[src/rtl/uart_frame_defs.svh]
// named offsets, field positions, reset values and timing counts of the serial control block
`ifndef UART_FRAME_DEFS_SVH
`define UART_FRAME_DEFS_SVH
`define ADDR_W          12
`define OFS_FORMAT      12'h000
`define OFS_ENABLE      12'h004
`define OFS_DATA        12'h008
`define OFS_STATUS      12'h00C
`define OFS_DIR         12'h010
`define FMT_LOOP        7
`define FMT_WAITSTOP    6
`define FMT_RXSRC       5
`define FMT_NINE        4
`define FMT_WAKE        3
`define FMT_IDLE_TYPE   2
`define FMT_PAR         1
`define FMT_ODD         0
`define EN_TXE_IRQ      7
`define EN_TXDONE_IRQ   6
`define EN_TXON         3
`define EN_RXON         2
`define EN_STANDBY      1
`define ST_TXEMPTY      7
`define ST_TXDONE       6
`define ST_RXFULL       5
`define ST_IDLE         4
`define ST_FRAMERR      1
`define ST_PARERR       0
`define DIR_OUT         0
`define FORMAT_RST      8'h00
`define ENABLE_RST      8'h00
`define DIR_RST         1'b0
`define CLK_PERIOD_NS   10
`define BIT_TIME_NS     160
`define BIT_CYCLES      (`BIT_TIME_NS / `CLK_PERIOD_NS)
`define CNT_W           5
`define IDLE_BITS_8     4'hA
`define IDLE_BITS_9     4'hB
`define LAST_BIT_8      4'h7
`define LAST_BIT_9      4'h8
`endif

[src/rtl/uart_frame_pkg.sv]
// state types of the serial control block
package uart_frame_pkg;
  typedef enum logic [1:0] {TX_IDLE, TX_START, TX_DATA, TX_STOP} tx_state_t;
  typedef enum logic [1:0] {RX_IDLE, RX_START, RX_DATA, RX_STOP} rx_state_t;
endpackage

[src/rtl/uart_frame_and_loop_control.sv]
// serial frame, loop routing and control registers behind an apb slave
//
// Summary of operation
// - loop select 0: separate receive, transmit pins
// - loop select 1: receive pin unused, receiver fed from transmitter or transmit pin
// - wait-stop 0: keep running during cpu wait
// - wait-stop 1: freeze transmitter, receiver and interrupt requests during cpu wait
// - receiver source ignored while loop select 0
// - loop 1, source 0: internal loop-back
// - loop 1, source 1: single wire on transmit pin
// - start, 8 or 9 data lsb first, stop
// - wakeup method: idle line or address mark
// - idle count starts after start or stop bit
// - idle type 1 excludes stop and trailing ones
// - parity on: msb generated on send, checked on receive
// - parity off: all bits are plain data
// - parity type: 0 even, 1 odd, parity included
// - tx empty flag and enable raise interrupt
// - tx done interrupt: enable 0 requests, 1 disables
// - second control register accessible at any time
// - internal loop-back releases transmit pin to port
// - single wire: direction bit steers shared pin
//
// The APB slave port and the register addresses were left to the implementer.
`timescale 1ns/10ps
`include "uart_frame_defs.svh"
module uart_frame_and_loop_control (
  input  wire logic                 pclk,           // bus clock
  input  wire logic                 presetn,        // async reset, active low
  input  wire logic                 psel,           // apb select
  input  wire logic                 penable,        // apb access phase
  input  wire logic                 pwrite,         // apb direction
  input  wire logic [`ADDR_W-1:0]   paddr,          // apb byte address
  input  wire logic [31:0]          pwdata,         // apb write data
  output logic      [31:0]          prdata,         // apb read data
  output logic                      pready,         // apb ready
  output logic                      pslverr,        // apb error on unmapped address
  input  wire logic                 cpu_wait,       // processor in wait mode
  input  wire logic                 rxd_pin,        // receive pin level
  input  wire logic                 txd_pin_in,     // transmit pin level read back
  output logic                      txd_pin_out,    // transmit pin drive value
  output logic                      txd_pin_oe,     // transmit pin drive enable
  output logic                      txd_pin_owned,  // transmit pin held by this block
  output logic                      tx_empty_irq,   // transmit buffer empty request
  output logic                      tx_done_irq,    // transmission complete request
  output logic                      clocks_frozen   // block frozen by wait mode
);
  import uart_frame_pkg::*;

  localparam logic [`CNT_W-1:0] BIT_LAST  = `CNT_W'(`BIT_CYCLES - 1);     // full bit period
  localparam logic [`CNT_W-1:0] HALF_LAST = `CNT_W'(`BIT_CYCLES / 2 - 1); // mid start bit

  // pin synchronisers
  logic rxd_meta_q, rxd_sync_q;   // receive pin, two stages
  logic txi_meta_q, txi_sync_q;   // transmit pin read back, two stages

  // bus and register state
  logic [31:0] prdata_q, prdata_d;
  logic        pready_q, pready_d;
  logic        pslverr_q, pslverr_d;
  logic [7:0]  fmt_q, fmt_d;       // format control register
  logic [7:0]  en_q, en_d;         // enable control register
  logic        dir_q, dir_d;       // single wire direction, 1 drives out
  logic [8:0]  txbuf_q, txbuf_d;   // transmit data buffer
  logic [8:0]  rxbuf_q, rxbuf_d;   // received character
  logic        txe_q, txe_d;       // transmit buffer empty flag
  logic        txc_q, txc_d;       // transmission complete flag
  logic        rxf_q, rxf_d;       // receive full flag
  logic        idle_q, idle_d;     // idle line flag
  logic        fe_q, fe_d;         // framing error flag
  logic        perr_q, perr_d;     // parity error flag
  logic        oe_q, oe_d;         // registered pin enable
  logic        own_q, own_d;       // registered pin ownership
  logic        tirq_q, tirq_d;     // registered empty request
  logic        cirq_q, cirq_d;     // registered done request
  logic        frz_q, frz_d;       // registered freeze state

  // transmitter state
  tx_state_t        tx_st_q, tx_st_d;
  logic [`CNT_W-1:0] tx_cnt_q, tx_cnt_d;
  logic [3:0]        tx_bit_q, tx_bit_d;
  logic [8:0]        tx_sh_q, tx_sh_d;
  logic              tx_line_q, tx_line_d;

  // receiver state
  rx_state_t        rx_st_q, rx_st_d;
  logic [`CNT_W-1:0] rx_cnt_q, rx_cnt_d;
  logic [3:0]        rx_bit_q, rx_bit_d;
  logic [8:0]        rx_sh_q, rx_sh_d;
  logic              rx_prev_q, rx_prev_d;
  logic [3:0]        run1_q, run1_d;     // high bit times seen toward idle
  logic              armed_q, armed_d;   // idle may be reported once

  // decoded controls
  logic setup, done, wr, rd, mapped;
  logic hit_fmt, hit_en, hit_data, hit_st, hit_dir;
  logic run, loop, single, internal, nine, tx_on, rx_on;
  logic rx_in, load, frame_end, got_char, idle_hit, wake_clear;
  logic [3:0] last_bit, idle_goal;
  logic [8:0] tx_word, rx_word;
  logic [31:0] rd_value;

  // mode decode and receiver input routing
  always_comb begin
    run      = ~(cpu_wait & fmt_q[`FMT_WAITSTOP]);
    loop     = fmt_q[`FMT_LOOP];
    single   = loop & fmt_q[`FMT_RXSRC];
    internal = loop & ~fmt_q[`FMT_RXSRC];
    nine     = fmt_q[`FMT_NINE];
    tx_on    = en_q[`EN_TXON];
    rx_on    = en_q[`EN_RXON];
    last_bit = nine ? `LAST_BIT_9 : `LAST_BIT_8;
    idle_goal = nine ? `IDLE_BITS_9 : `IDLE_BITS_8;
    if (!loop) begin
      rx_in = rxd_sync_q;
    end else if (internal) begin
      rx_in = tx_line_q;
    end else begin
      rx_in = dir_q ? tx_line_q : txi_sync_q;
    end
  end

  // apb decode and read mux
  always_comb begin
    setup    = psel & ~penable;
    done     = psel & penable & pready_q;
    wr       = done & pwrite;
    rd       = done & ~pwrite;
    hit_fmt  = (paddr == `OFS_FORMAT);
    hit_en   = (paddr == `OFS_ENABLE);
    hit_data = (paddr == `OFS_DATA);
    hit_st   = (paddr == `OFS_STATUS);
    hit_dir  = (paddr == `OFS_DIR);
    mapped   = hit_fmt | hit_en | hit_data | hit_st | hit_dir;
    rd_value = '0;
    if (hit_fmt) begin
      rd_value[7:0] = fmt_q;
    end else if (hit_en) begin
      rd_value[7:0] = en_q;
    end else if (hit_data) begin
      rd_value[8:0] = rxbuf_q;
    end else if (hit_st) begin
      rd_value[`ST_TXEMPTY] = txe_q;
      rd_value[`ST_TXDONE]  = txc_q;
      rd_value[`ST_RXFULL]  = rxf_q;
      rd_value[`ST_IDLE]    = idle_q;
      rd_value[`ST_FRAMERR] = fe_q;
      rd_value[`ST_PARERR]  = perr_q;
    end else if (hit_dir) begin
      rd_value[`DIR_OUT] = dir_q;
    end
    // answer one cycle after setup, data and error captured at setup
    pready_d  = setup;
    pslverr_d = setup & ~mapped;
    prdata_d  = setup ? rd_value : '0;
  end

  // transmit character build with optional parity in the msb
  always_comb begin
    tx_word = nine ? txbuf_q : {1'b0, txbuf_q[7:0]};
    if (fmt_q[`FMT_PAR]) begin
      if (nine) begin
        tx_word[8] = (^txbuf_q[7:0]) ^ fmt_q[`FMT_ODD];
      end else begin
        tx_word[7] = (^txbuf_q[6:0]) ^ fmt_q[`FMT_ODD];
      end
    end
  end

  // transmitter next state
  always_comb begin
    tx_st_d   = tx_st_q;
    tx_cnt_d  = tx_cnt_q;
    tx_bit_d  = tx_bit_q;
    tx_sh_d   = tx_sh_q;
    tx_line_d = tx_line_q;
    load      = 1'b0;
    frame_end = 1'b0;
    if (run) begin
      case (tx_st_q)
        TX_IDLE: begin
          tx_line_d = 1'b1;
          if (tx_on && !txe_q) begin
            // take the buffer, start bit goes out
            load      = 1'b1;
            tx_sh_d   = tx_word;
            tx_st_d   = TX_START;
            tx_cnt_d  = '0;
            tx_line_d = 1'b0;
          end
        end
        TX_START: begin
          tx_cnt_d = tx_cnt_q + 1'b1;
          if (tx_cnt_q == BIT_LAST) begin
            tx_cnt_d  = '0;
            tx_bit_d  = '0;
            tx_line_d = tx_sh_q[0];
            tx_sh_d   = {1'b0, tx_sh_q[8:1]};
            tx_st_d   = TX_DATA;
          end
        end
        TX_DATA: begin
          tx_cnt_d = tx_cnt_q + 1'b1;
          if (tx_cnt_q == BIT_LAST) begin
            tx_cnt_d = '0;
            if (tx_bit_q == last_bit) begin
              tx_line_d = 1'b1;
              tx_st_d   = TX_STOP;
            end else begin
              tx_bit_d  = tx_bit_q + 1'b1;
              tx_line_d = tx_sh_q[0];
              tx_sh_d   = {1'b0, tx_sh_q[8:1]};
            end
          end
        end
        TX_STOP: begin
          tx_cnt_d = tx_cnt_q + 1'b1;
          if (tx_cnt_q == BIT_LAST) begin
            frame_end = 1'b1;
            tx_st_d   = TX_IDLE;
          end
        end
        default: begin
          tx_st_d   = TX_IDLE;
          tx_line_d = 1'b1;
        end
      endcase
    end
  end

  // received character; 8-bit data sits in shift bits 8 to 1
  always_comb begin
    rx_word = nine ? rx_sh_q : {1'b0, rx_sh_q[8:1]};
  end

  // receiver next state and idle counting
  always_comb begin
    rx_st_d   = rx_st_q;
    rx_cnt_d  = rx_cnt_q;
    rx_bit_d  = rx_bit_q;
    rx_sh_d   = rx_sh_q;
    run1_d    = run1_q;
    armed_d   = armed_q;
    rx_prev_d = run ? rx_in : rx_prev_q;
    got_char  = 1'b0;
    idle_hit  = 1'b0;
    if (run && rx_on) begin
      case (rx_st_q)
        RX_IDLE: begin
          if (rx_prev_q && !rx_in) begin
            rx_st_d  = RX_START;
            rx_cnt_d = '0;
          end else if (rx_in) begin
            // one more high bit time toward an idle line
            rx_cnt_d = rx_cnt_q + 1'b1;
            if (rx_cnt_q == BIT_LAST) begin
              rx_cnt_d = '0;
              if (run1_q != idle_goal) begin
                run1_d = run1_q + 1'b1;
              end
            end
            if (armed_q && run1_q == idle_goal) begin
              idle_hit = 1'b1;
              armed_d  = 1'b0;
            end
          end
        end
        RX_START: begin
          rx_cnt_d = rx_cnt_q + 1'b1;
          if (rx_cnt_q == HALF_LAST) begin
            rx_cnt_d = '0;
            rx_bit_d = '0;
            run1_d   = '0;
            rx_st_d  = rx_in ? RX_IDLE : RX_DATA;
          end
        end
        RX_DATA: begin
          rx_cnt_d = rx_cnt_q + 1'b1;
          if (rx_cnt_q == BIT_LAST) begin
            rx_cnt_d = '0;
            rx_sh_d  = {rx_in, rx_sh_q[8:1]};
            run1_d   = rx_in ? run1_q + 1'b1 : '0;
            rx_bit_d = rx_bit_q + 1'b1;
            if (rx_bit_q == last_bit) begin
              rx_st_d = RX_STOP;
            end
          end
        end
        RX_STOP: begin
          rx_cnt_d = rx_cnt_q + 1'b1;
          if (rx_cnt_q == BIT_LAST) begin
            got_char = 1'b1;
            armed_d  = 1'b1;
            rx_cnt_d = '0;
            rx_st_d  = RX_IDLE;
            if (fmt_q[`FMT_IDLE_TYPE]) begin
              run1_d = '0;
            end else if (rx_in) begin
              run1_d = run1_q + 1'b1;
            end else begin
              run1_d = '0;
            end
          end
        end
        default: begin
          rx_st_d = RX_IDLE;
        end
      endcase
    end
  end

  // register writes, flags, wakeup and pin routing
  always_comb begin
    fmt_d   = fmt_q;
    en_d    = en_q;
    dir_d   = dir_q;
    txbuf_d = txbuf_q;
    rxbuf_d = rxbuf_q;
    txe_d   = txe_q;
    txc_d   = txc_q;
    rxf_d   = rxf_q;
    idle_d  = idle_q;
    fe_d    = fe_q;
    perr_d  = perr_q;
    // wakeup: idle line, or a set msb in address-mark mode
    wake_clear = en_q[`EN_STANDBY] &&
                 (fmt_q[`FMT_WAKE] ? (got_char && (nine ? rx_word[8] : rx_word[7]))
                                   : idle_hit);
    if (wake_clear) begin
      en_d[`EN_STANDBY] = 1'b0;
    end
    if (wr && hit_fmt) begin
      fmt_d = pwdata[7:0];
    end
    if (wr && hit_en) begin
      en_d = pwdata[7:0];
    end
    if (wr && hit_dir) begin
      dir_d = pwdata[`DIR_OUT];
    end
    if (wr && hit_data) begin
      txbuf_d = pwdata[8:0];
      txe_d   = 1'b0;
      txc_d   = 1'b0;
    end
    if (rd && hit_data) begin
      rxf_d  = 1'b0;
      idle_d = 1'b0;
      fe_d   = 1'b0;
      perr_d = 1'b0;
    end
    // hardware sets come last so they win over a clear
    if (load) begin
      txe_d = 1'b1;
    end
    if (frame_end && txe_q) begin
      txc_d = 1'b1;
    end
    if (idle_hit && !en_q[`EN_STANDBY]) begin
      idle_d = 1'b1;
    end
    if (got_char && (!en_q[`EN_STANDBY] || wake_clear)) begin
      rxbuf_d = rx_word;
      rxf_d   = 1'b1;
      fe_d    = ~rx_in;
      perr_d  = fmt_q[`FMT_PAR] & ((^rx_word) != fmt_q[`FMT_ODD]);
    end
    // pin ownership and drive
    own_d = (tx_on | (tx_st_q != TX_IDLE)) & ~internal;
    oe_d  = own_d & (~single | dir_q);
    // interrupt requests hold while frozen
    frz_d  = ~run;
    tirq_d = run ? (txe_q & en_q[`EN_TXE_IRQ]) : tirq_q;
    cirq_d = run ? (txc_q & ~en_q[`EN_TXDONE_IRQ]) : cirq_q;
  end

  // pin synchronisers
  always_ff @(posedge pclk or negedge presetn) begin
    if (!presetn) begin
      rxd_meta_q <= 1'b1;
      rxd_sync_q <= 1'b1;
      txi_meta_q <= 1'b1;
      txi_sync_q <= 1'b1;
    end else begin
      rxd_meta_q <= rxd_pin;
      rxd_sync_q <= rxd_meta_q;
      txi_meta_q <= txd_pin_in;
      txi_sync_q <= txi_meta_q;
    end
  end

  // all state registers except the pin synchronisers
  always_ff @(posedge pclk or negedge presetn) begin
    if (!presetn) begin
      prdata_q  <= '0;
      pready_q  <= 1'b0;
      pslverr_q <= 1'b0;
      fmt_q     <= `FORMAT_RST;
      en_q      <= `ENABLE_RST;
      dir_q     <= `DIR_RST;
      txbuf_q   <= '0;
      rxbuf_q   <= '0;
      txe_q     <= 1'b1;
      txc_q     <= 1'b1;
      rxf_q     <= 1'b0;
      idle_q    <= 1'b0;
      fe_q      <= 1'b0;
      perr_q    <= 1'b0;
      oe_q      <= 1'b0;
      own_q     <= 1'b0;
      tirq_q    <= 1'b0;
      cirq_q    <= 1'b0;
      frz_q     <= 1'b0;
      tx_st_q   <= TX_IDLE;
      tx_cnt_q  <= '0;
      tx_bit_q  <= '0;
      tx_sh_q   <= '0;
      tx_line_q <= 1'b1;
      rx_st_q   <= RX_IDLE;
      rx_cnt_q  <= '0;
      rx_bit_q  <= '0;
      rx_sh_q   <= '0;
      rx_prev_q <= 1'b1;
      run1_q    <= '0;
      armed_q   <= 1'b0;
    end else begin
      prdata_q  <= prdata_d;
      pready_q  <= pready_d;
      pslverr_q <= pslverr_d;
      fmt_q     <= fmt_d;
      en_q      <= en_d;
      dir_q     <= dir_d;
      txbuf_q   <= txbuf_d;
      rxbuf_q   <= rxbuf_d;
      txe_q     <= txe_d;
      txc_q     <= txc_d;
      rxf_q     <= rxf_d;
      idle_q    <= idle_d;
      fe_q      <= fe_d;
      perr_q    <= perr_d;
      oe_q      <= oe_d;
      own_q     <= own_d;
      tirq_q    <= tirq_d;
      cirq_q    <= cirq_d;
      frz_q     <= frz_d;
      tx_st_q   <= tx_st_d;
      tx_cnt_q  <= tx_cnt_d;
      tx_bit_q  <= tx_bit_d;
      tx_sh_q   <= tx_sh_d;
      tx_line_q <= tx_line_d;
      rx_st_q   <= rx_st_d;
      rx_cnt_q  <= rx_cnt_d;
      rx_bit_q  <= rx_bit_d;
      rx_sh_q   <= rx_sh_d;
      rx_prev_q <= rx_prev_d;
      run1_q    <= run1_d;
      armed_q   <= armed_d;
    end
  end

  // outputs straight from flip-flops
  assign prdata        = prdata_q;
  assign pready        = pready_q;
  assign pslverr       = pslverr_q;
  assign txd_pin_out   = tx_line_q;
  assign txd_pin_oe    = oe_q;
  assign txd_pin_owned = own_q;
  assign tx_empty_irq  = tirq_q;
  assign tx_done_irq   = cirq_q;
  assign clocks_frozen = frz_q;
endmodule

[config.mk]
export PLATFORM = sky130hd
export DESIGN_NAME = uart_frame_and_loop_control
export DESIGN_NICKNAME = d
export VERILOG_FILES = /design/src/rtl/uart_frame_pkg.sv /design/src/rtl/uart_frame_and_loop_control.sv
export VERILOG_INCLUDE_DIRS = /design/src /design/src/rtl
export SDC_FILE = /design/constraint.sdc
export NUM_CORES = 1
export LEC_CHECK = 0
export BUFFER_PORTS_ARGS = -buffer_cell sky130_fd_sc_hd__buf_2
export CAP_MARGIN = 5
export CORE_ASPECT_RATIO = 2
export CORE_UTILIZATION = 39
export DETAILED_ROUTE_END_ITERATION = 7
export GPL_TIMING_DRIVEN = 0
export PLACE_DENSITY_LB_ADDON = 0.2
export SYNTH_ARGS = -nofsm -noshare
export SYNTH_HDL_FRONTEND = slang
export SYNTH_SLANG_ARGS = --single-unit
export TNS_END_PERCENT = 50
[constraint.sdc]
create_clock -name pclk -period 2.9 [get_ports pclk]
set_clock_uncertainty 0.2 [all_clocks]
set_input_delay 0.29 -clock pclk [delete_from_list [all_inputs] [get_ports pclk]]
set_output_delay 0.29 -clock pclk [all_outputs]
set_load 0.1 [all_outputs]
# == Word-level counts from Yosys, hierarchy flattened ==
# Cells that the tools add are included.
# W data, S select, Z words.
# op_classes
div_mod_pow,0
order_cmp,0
addsub,5
bitwise,31
n_mux,101
n_eq_ne,35
n_shift,0
reduce_logical,47
mul,0
# op_table
op,n
$mux W4,16
$mux W9,7
$mux W1,45
$ne A2 B2 Y1 const B,16
$mux W2,15
$mux W5,6
$pmux W5 S3,2
$pmux W9 S3,1
$eq A12 B4 Y1 const B,2
$reduce_and A6 Y1,4
$reduce_bool A2 Y1,9
$mux W8,2
$pmux W2 S4,2
$pmux W4 S2,2
$pmux W4 S4,1
$and A1 B1 Y1,14
$logic_and A1 B1 Y1,14
$add A4 B1 Y4 const B,3
$eq A12 B3 Y1 const B,1
$eq A12 B5 Y1 const B,1
$eq A4 B4 Y1,3
$logic_not A12 Y1,1
$add A5 B1 Y5 const B,2
$eq A5 B4 Y1 const B,2
24 further kinds,48
# totals
register_bits,108
memories,0
output_inout_bits,40
rom_bits,0
latchBits,0
mem_bits_rw,0

# == Longest topological paths before layout ==
# depth
ltp_word,14
ltp_mapped,10
depth_no_buf,9

# == Worst setup path before layout ==
# No wires, ideal clock.
# synth_timing
path_kind,flip-flop to flip-flop
start,reg rx_cnt_q[0]
end,reg run1_q[3]
period_less_slack_ps,2481
arrival_ps,2154
setup_time_ps,126
path_stages_with_launch,9
setup_slack_ps,419
cell_sequence,dfrtp_1 -> ha_1 -> nand2_1 -> nor2_1 -> ha_1 -> inv_1 -> a221oi_1 -> a21boi_0 -> a311o_1
# synth_between
elab_chain_len,3
word_cells_on_any_way,7
classes_between,6 x eq/ne; 1 x reduce/logical
# synth_lines
element,line_no,text
"start, declared",uart_frame_and_loop_control.sv:87,"logic [`CNT_W-1:0] rx_cnt_q, rx_cnt_d;"
"start signal, assigned",uart_frame_and_loop_control.sv:452,rx_cnt_q <= rx_cnt_d;
$eq A5 B4 Y1 / $eq A5 B3 Y1 (equally long branches),--,
$ne A2 B2 Y1 (no line),--,
$reduce_and A8 Y1 (no line) (*),--,
"end signal, assigned",uart_frame_and_loop_control.sv:456,run1_q <= run1_d;
"end, declared",uart_frame_and_loop_control.sv:91,"logic [3:0] run1_q, run1_d;"
# Every way passes the cells marked *; elsewhere a longest branch is shown, timed or not.
# A chain may end at the register's enable or synchronous reset.

# == Worst setup path after layout ==
# layout_timing
start,reg rx_cnt_q[0]
end,reg rxbuf_q[0]
# layout_between
elab_chain_len,9
# layout_lines
element,line_no,text
$eq A5 B4 Y1 (*),uart_frame_and_loop_control.sv:291,if (rx_cnt_q == BIT_LAST) begin
$mux W1 (*),uart_frame_and_loop_control.sv:291,
$mux W1 (*),uart_frame_and_loop_control.sv:248,case (rx_st_q)
$mux W1 (*),uart_frame_and_loop_control.sv:247,if (run && rx_on) begin
$logic_and A1 B1 Y1,uart_frame_and_loop_control.sv:327,(fmt_q[`FMT_WAKE] ? (got_char && (nine ? rx_word[8] : rx_word[7]))
$mux W1,uart_frame_and_loop_control.sv:327,
$logic_and A1 B1 Y1,uart_frame_and_loop_control.sv:326,wake_clear = en_q[`EN_STANDBY] &&
$logic_or A1 B1 Y1,uart_frame_and_loop_control.sv:362,if (got_char && (!en_q[`EN_STANDBY] || wake_clear)) begin
$logic_and A1 B1 Y1 (*),uart_frame_and_loop_control.sv:362,
"end signal, assigned",uart_frame_and_loop_control.sv:434,rxbuf_q <= rxbuf_d;
"end, declared",uart_frame_and_loop_control.sv:65,"logic [8:0] rxbuf_q, rxbuf_d;"
# Marked as above.

==> results.json <==
{
  "outcome": "finished clean",
  "final_area_um2": 6580,
  "die_width_um": 87.1,
  "p_clk_share_pct": 28.3,
  "hold_class": "in2reg",
  "synth-async-reset-ratio_pct": 100,
  "worst_pin_slew_ns": 0.789,
  "synth_area_per_cell_um2": 10.4,
  "leakage_nw": 3.13,
  "hold_viol_final": 0,
  "internal_power_mw": 2.72,
  "post_dp_cell_area_um2": 6220,
  "synth_most_common_cell": "dfrtp_1",
  "wl_per_cell_um": 16.2,
  "cts_root_buffer": "clkbuf_16",
  "cp-end-kind": "register",
  "ys.flop_type": "dfrtp_1",
  "grt_use_met3_pct": 2.39,
  "fin_util_pct": 46.8,
  "power_density_nw_per_um2": 647,
  "post-place-ws_ns": -0.0255,
  "use_met2_pct": 37.7,
  "power.switching_mw": 1.54,
  "initial_core_util_pct": 40.2,
  "vdd_drop_max_v": 0.000273,
  "cts_tree": "yes",
  "pwr-share-comb_pct": 30.1,
  "ys_top_cells_by_area": "dfrtp_1, mux2_2, mux2i_1",
  "grt_max_degree": 70,
  "synth_cell_types": 66,
  "grt_pass1_wl_um": 21300,
  "die_area_um2": 15000,
  "ys_ff_latch": 108,
  "crit_type": "reg2reg",
  "yosysWarnings": 0,
  "fmaxAchievable_mhz": 384,
  "clock_latency_ns": 0.35,
  "rows": 61,
  "path_cells": "ha_1, nand2_1, nor2_1, ha_1, nand3_1, o31a_1, o31ai_4, nand2_2, mux2_1",
  "drtAntennaViolNets": 0,
  "num_antenna_cells": 0,
  "rsz0062_at_grt": "false",
  "fill_cells": 1377,
  "yosysTopAreaCell": "dfrtp_1",
  "setup_violations": 0,
  "htreeDepth": 3,
  "cp-start-kind": "register",
  "dp_hpwl_um": 10300,
  "gr-max-usage-layer": "met2",
  "fin_crit_ns": 2.61,
  "ys_seq_area_share_pct": 48.1,
  "sw_frac_of_total_pct": 36.2,
  "synth_edf_count": 0,
  "report.final.slew_viol_count": 0,
  "gp_congestion": 0.830,
  "drt_iter0_drc": 158,
  "maxSlewHeadroom_pct": 46.1,
  "required_ns": 2.94,
  "nets": 693,
  "synth.top_cell.area_share_pct": 44.3,
  "cts_buffers": 9,
  "die_h_um": 172,
  "pwr-share-seq_pct": 41.5,
  "post_cts_buffers": 0,
  "pin_count": 92,
  "crit_top_cell": "ha_1",
  "via_count": 4192,
  "grt_pass1_vias": 4184,
  "use_met1_pct": 19.3,
  "syn2layout_area_growth_pct": 16.6,
  "r2r_slack_ns": 0.29,
  "drt-pass1-iter-count": 4,
  "overflow": 0,
  "layout-drive-gt1-share_pct": 21.8,
  "final.period_utilization_pct": 89.9,
  "port_buffers": 45,
  "syn_area_um2": 5640,
  "netlist_top_cells_count": "dfrtp_1, nand2_1, nor2_1",
  "cts_max_path_buffers": 2,
  "antenna_found_initial": 0,
  "cp.arrival_ns": 2.65,
  "clkTransAtPathRegs_ns": 0.08,
  "via_per_inst": 5.11,
  "core_area_um2": 14000,
  "cap_violations": 0,
  "layout_setup_ws_ns": 0.294,
  "crit_path_max_fanout": 8,
  "wl_um": 13300,
  "track_usage_pct": 19.0,
  "drc": 0,
  "cp_slowest_cell": "dfrtp_1",
  "slowest_delay_ns": 0.40,
  "synthCells": 544,
  "cts.sinks": 108
}
## sequential cells by signal, summed over array words and instances (netlist names), 8 cells and up, named ones only
signal,cells
tx_sh_q,9
rx_sh_q,9
en_q,8
rxbuf_q,9
fmt_q,8
prdata,9
txbuf_q,9
## kinds of logic (layout without fill, tap and decap cells)
family,Yosys count,count (layout),share of synthesized area [%]
and+or+nand+nor,181,181,15.8
DFF,108,108,48.1
AOI/OAI and AO/OA,107,107,13.1
buffers and inverters,61,127,5.70
muxes,54,54,10.6
xor gates and xnor gates,18,18,3.55
adders and majority gates,14,14,3.10
other,1,23,0.0665
## cell usage in the layout, fill, tap and decap left out, types with 9 or more instances in the layout
| cell | count |
|---|---|
| buf_2 | 49 |
| a31oi_1 | 9 |
| nand2b_1 | 11 |
| nor2_1 | 37 |
| nand3_1 | 23 |
| buf_4 | 24 |
| inv_1 | 20 |
| ha_1 | 14 |
| nand2_1 | 62 |
| o21ai_0 | 28 |
| xnor2_1 | 12 |
| clkbuf_1 | 11 |
| conb_1 | 23 |
| clkbuf_16 | 9 |
| a21oi_1 | 23 |
| dfrtp_1 | 100 |
| mux2i_1 | 26 |
| mux2_2 | 25 |
| nor2b_1 | 9 |
## worst max-delay path: cells and delay by family (launching register included)
| kind | cells | cell delay [ns] |
|---|---|---|
| simple gates | 4 | 0.57 |
| fa+ha+maj | 2 | 0.54 |
| compound gates | 2 | 0.46 |
| flops | 1 | 0.40 |
| mux | 1 | 0.34 |
## final cells by class
class | count | area, µm² | share of cell area, %
Inverter | 20 | 75.1 | 1.14
Sequential cell | 108 | 2710 | 41.2
Buffer | 41 | 246 | 3.75
Tap cell | 189 | 236 | 3.59
Clock buffer | 9 | 225 | 3.42
Clock inverter | 7 | 65.1 | 0.989
Timing Repair Buffer | 50 | 295 | 4.49
Multi-Input combinational cell | 397 | 2720 | 41.4
## metrics by stage
stage / hold WS, ns / power (mW) / instances / TNS (ns)
final: 0.0417 / 4.26 / 821 / 0
after CTS: 0.0334 / 4.28 / 821 / 0
after global placement: 0.147 / 3.02 / 800 / 0
after detailed placement: 0.120 / 3.07 / 801 / -0.0255
after floorplan: -0.206 / 2.76 / 566 / 0
after global routing: 0.0339 / 4.52 / 821 / 0
## worst paths after layout
path / start / to / cells after the start
max: rx_cnt_q[0] / rxbuf_q[0] / 9
min: pwdata[1] / en_q[1] / 3
max reg2reg: rx_cnt_q[0] / rxbuf_q[0] / 9
min reg2reg: txi_meta_q / txi_sync_q / 0
max in group asynchronous: presetn / txc_q / 3
min in group asynchronous: presetn / tx_sh_q[5] / 2
## repair_timing
item                                    4_1_cts  5_1_grt
endpoints found under the setup margin        2       13
hold endpoints to repair                     37        0
hold buffers                                  4        0
resized for setup                             1        3
pin swaps                                     0        0
## power by group through the flow
| stage | Sequential, mW | Clock, mW | Combinational, mW |
|---|---|---|---|
| 2_1_floorplan | 1.83 | 0 | 0.927 |
| 3_3_place_gp | 1.79 | 0 | 1.23 |
| 3_5_place_dp | 1.80 | 0 | 1.27 |
| 4_1_cts | 1.77 | 1.24 | 1.28 |
| 5_1_grt | 1.79 | 1.30 | 1.43 |
| 6_report | 1.77 | 1.21 | 1.28 |
## metal layers
metal | vias up | wire length (µm)
li1 | 2046 | -
met1 | 2063 | 4740
met2 | 64 | 7890
met3 | 19 | 293
met4 | 0 | 391
met5 | - | 0
Power figures use the tool's default switching activity.
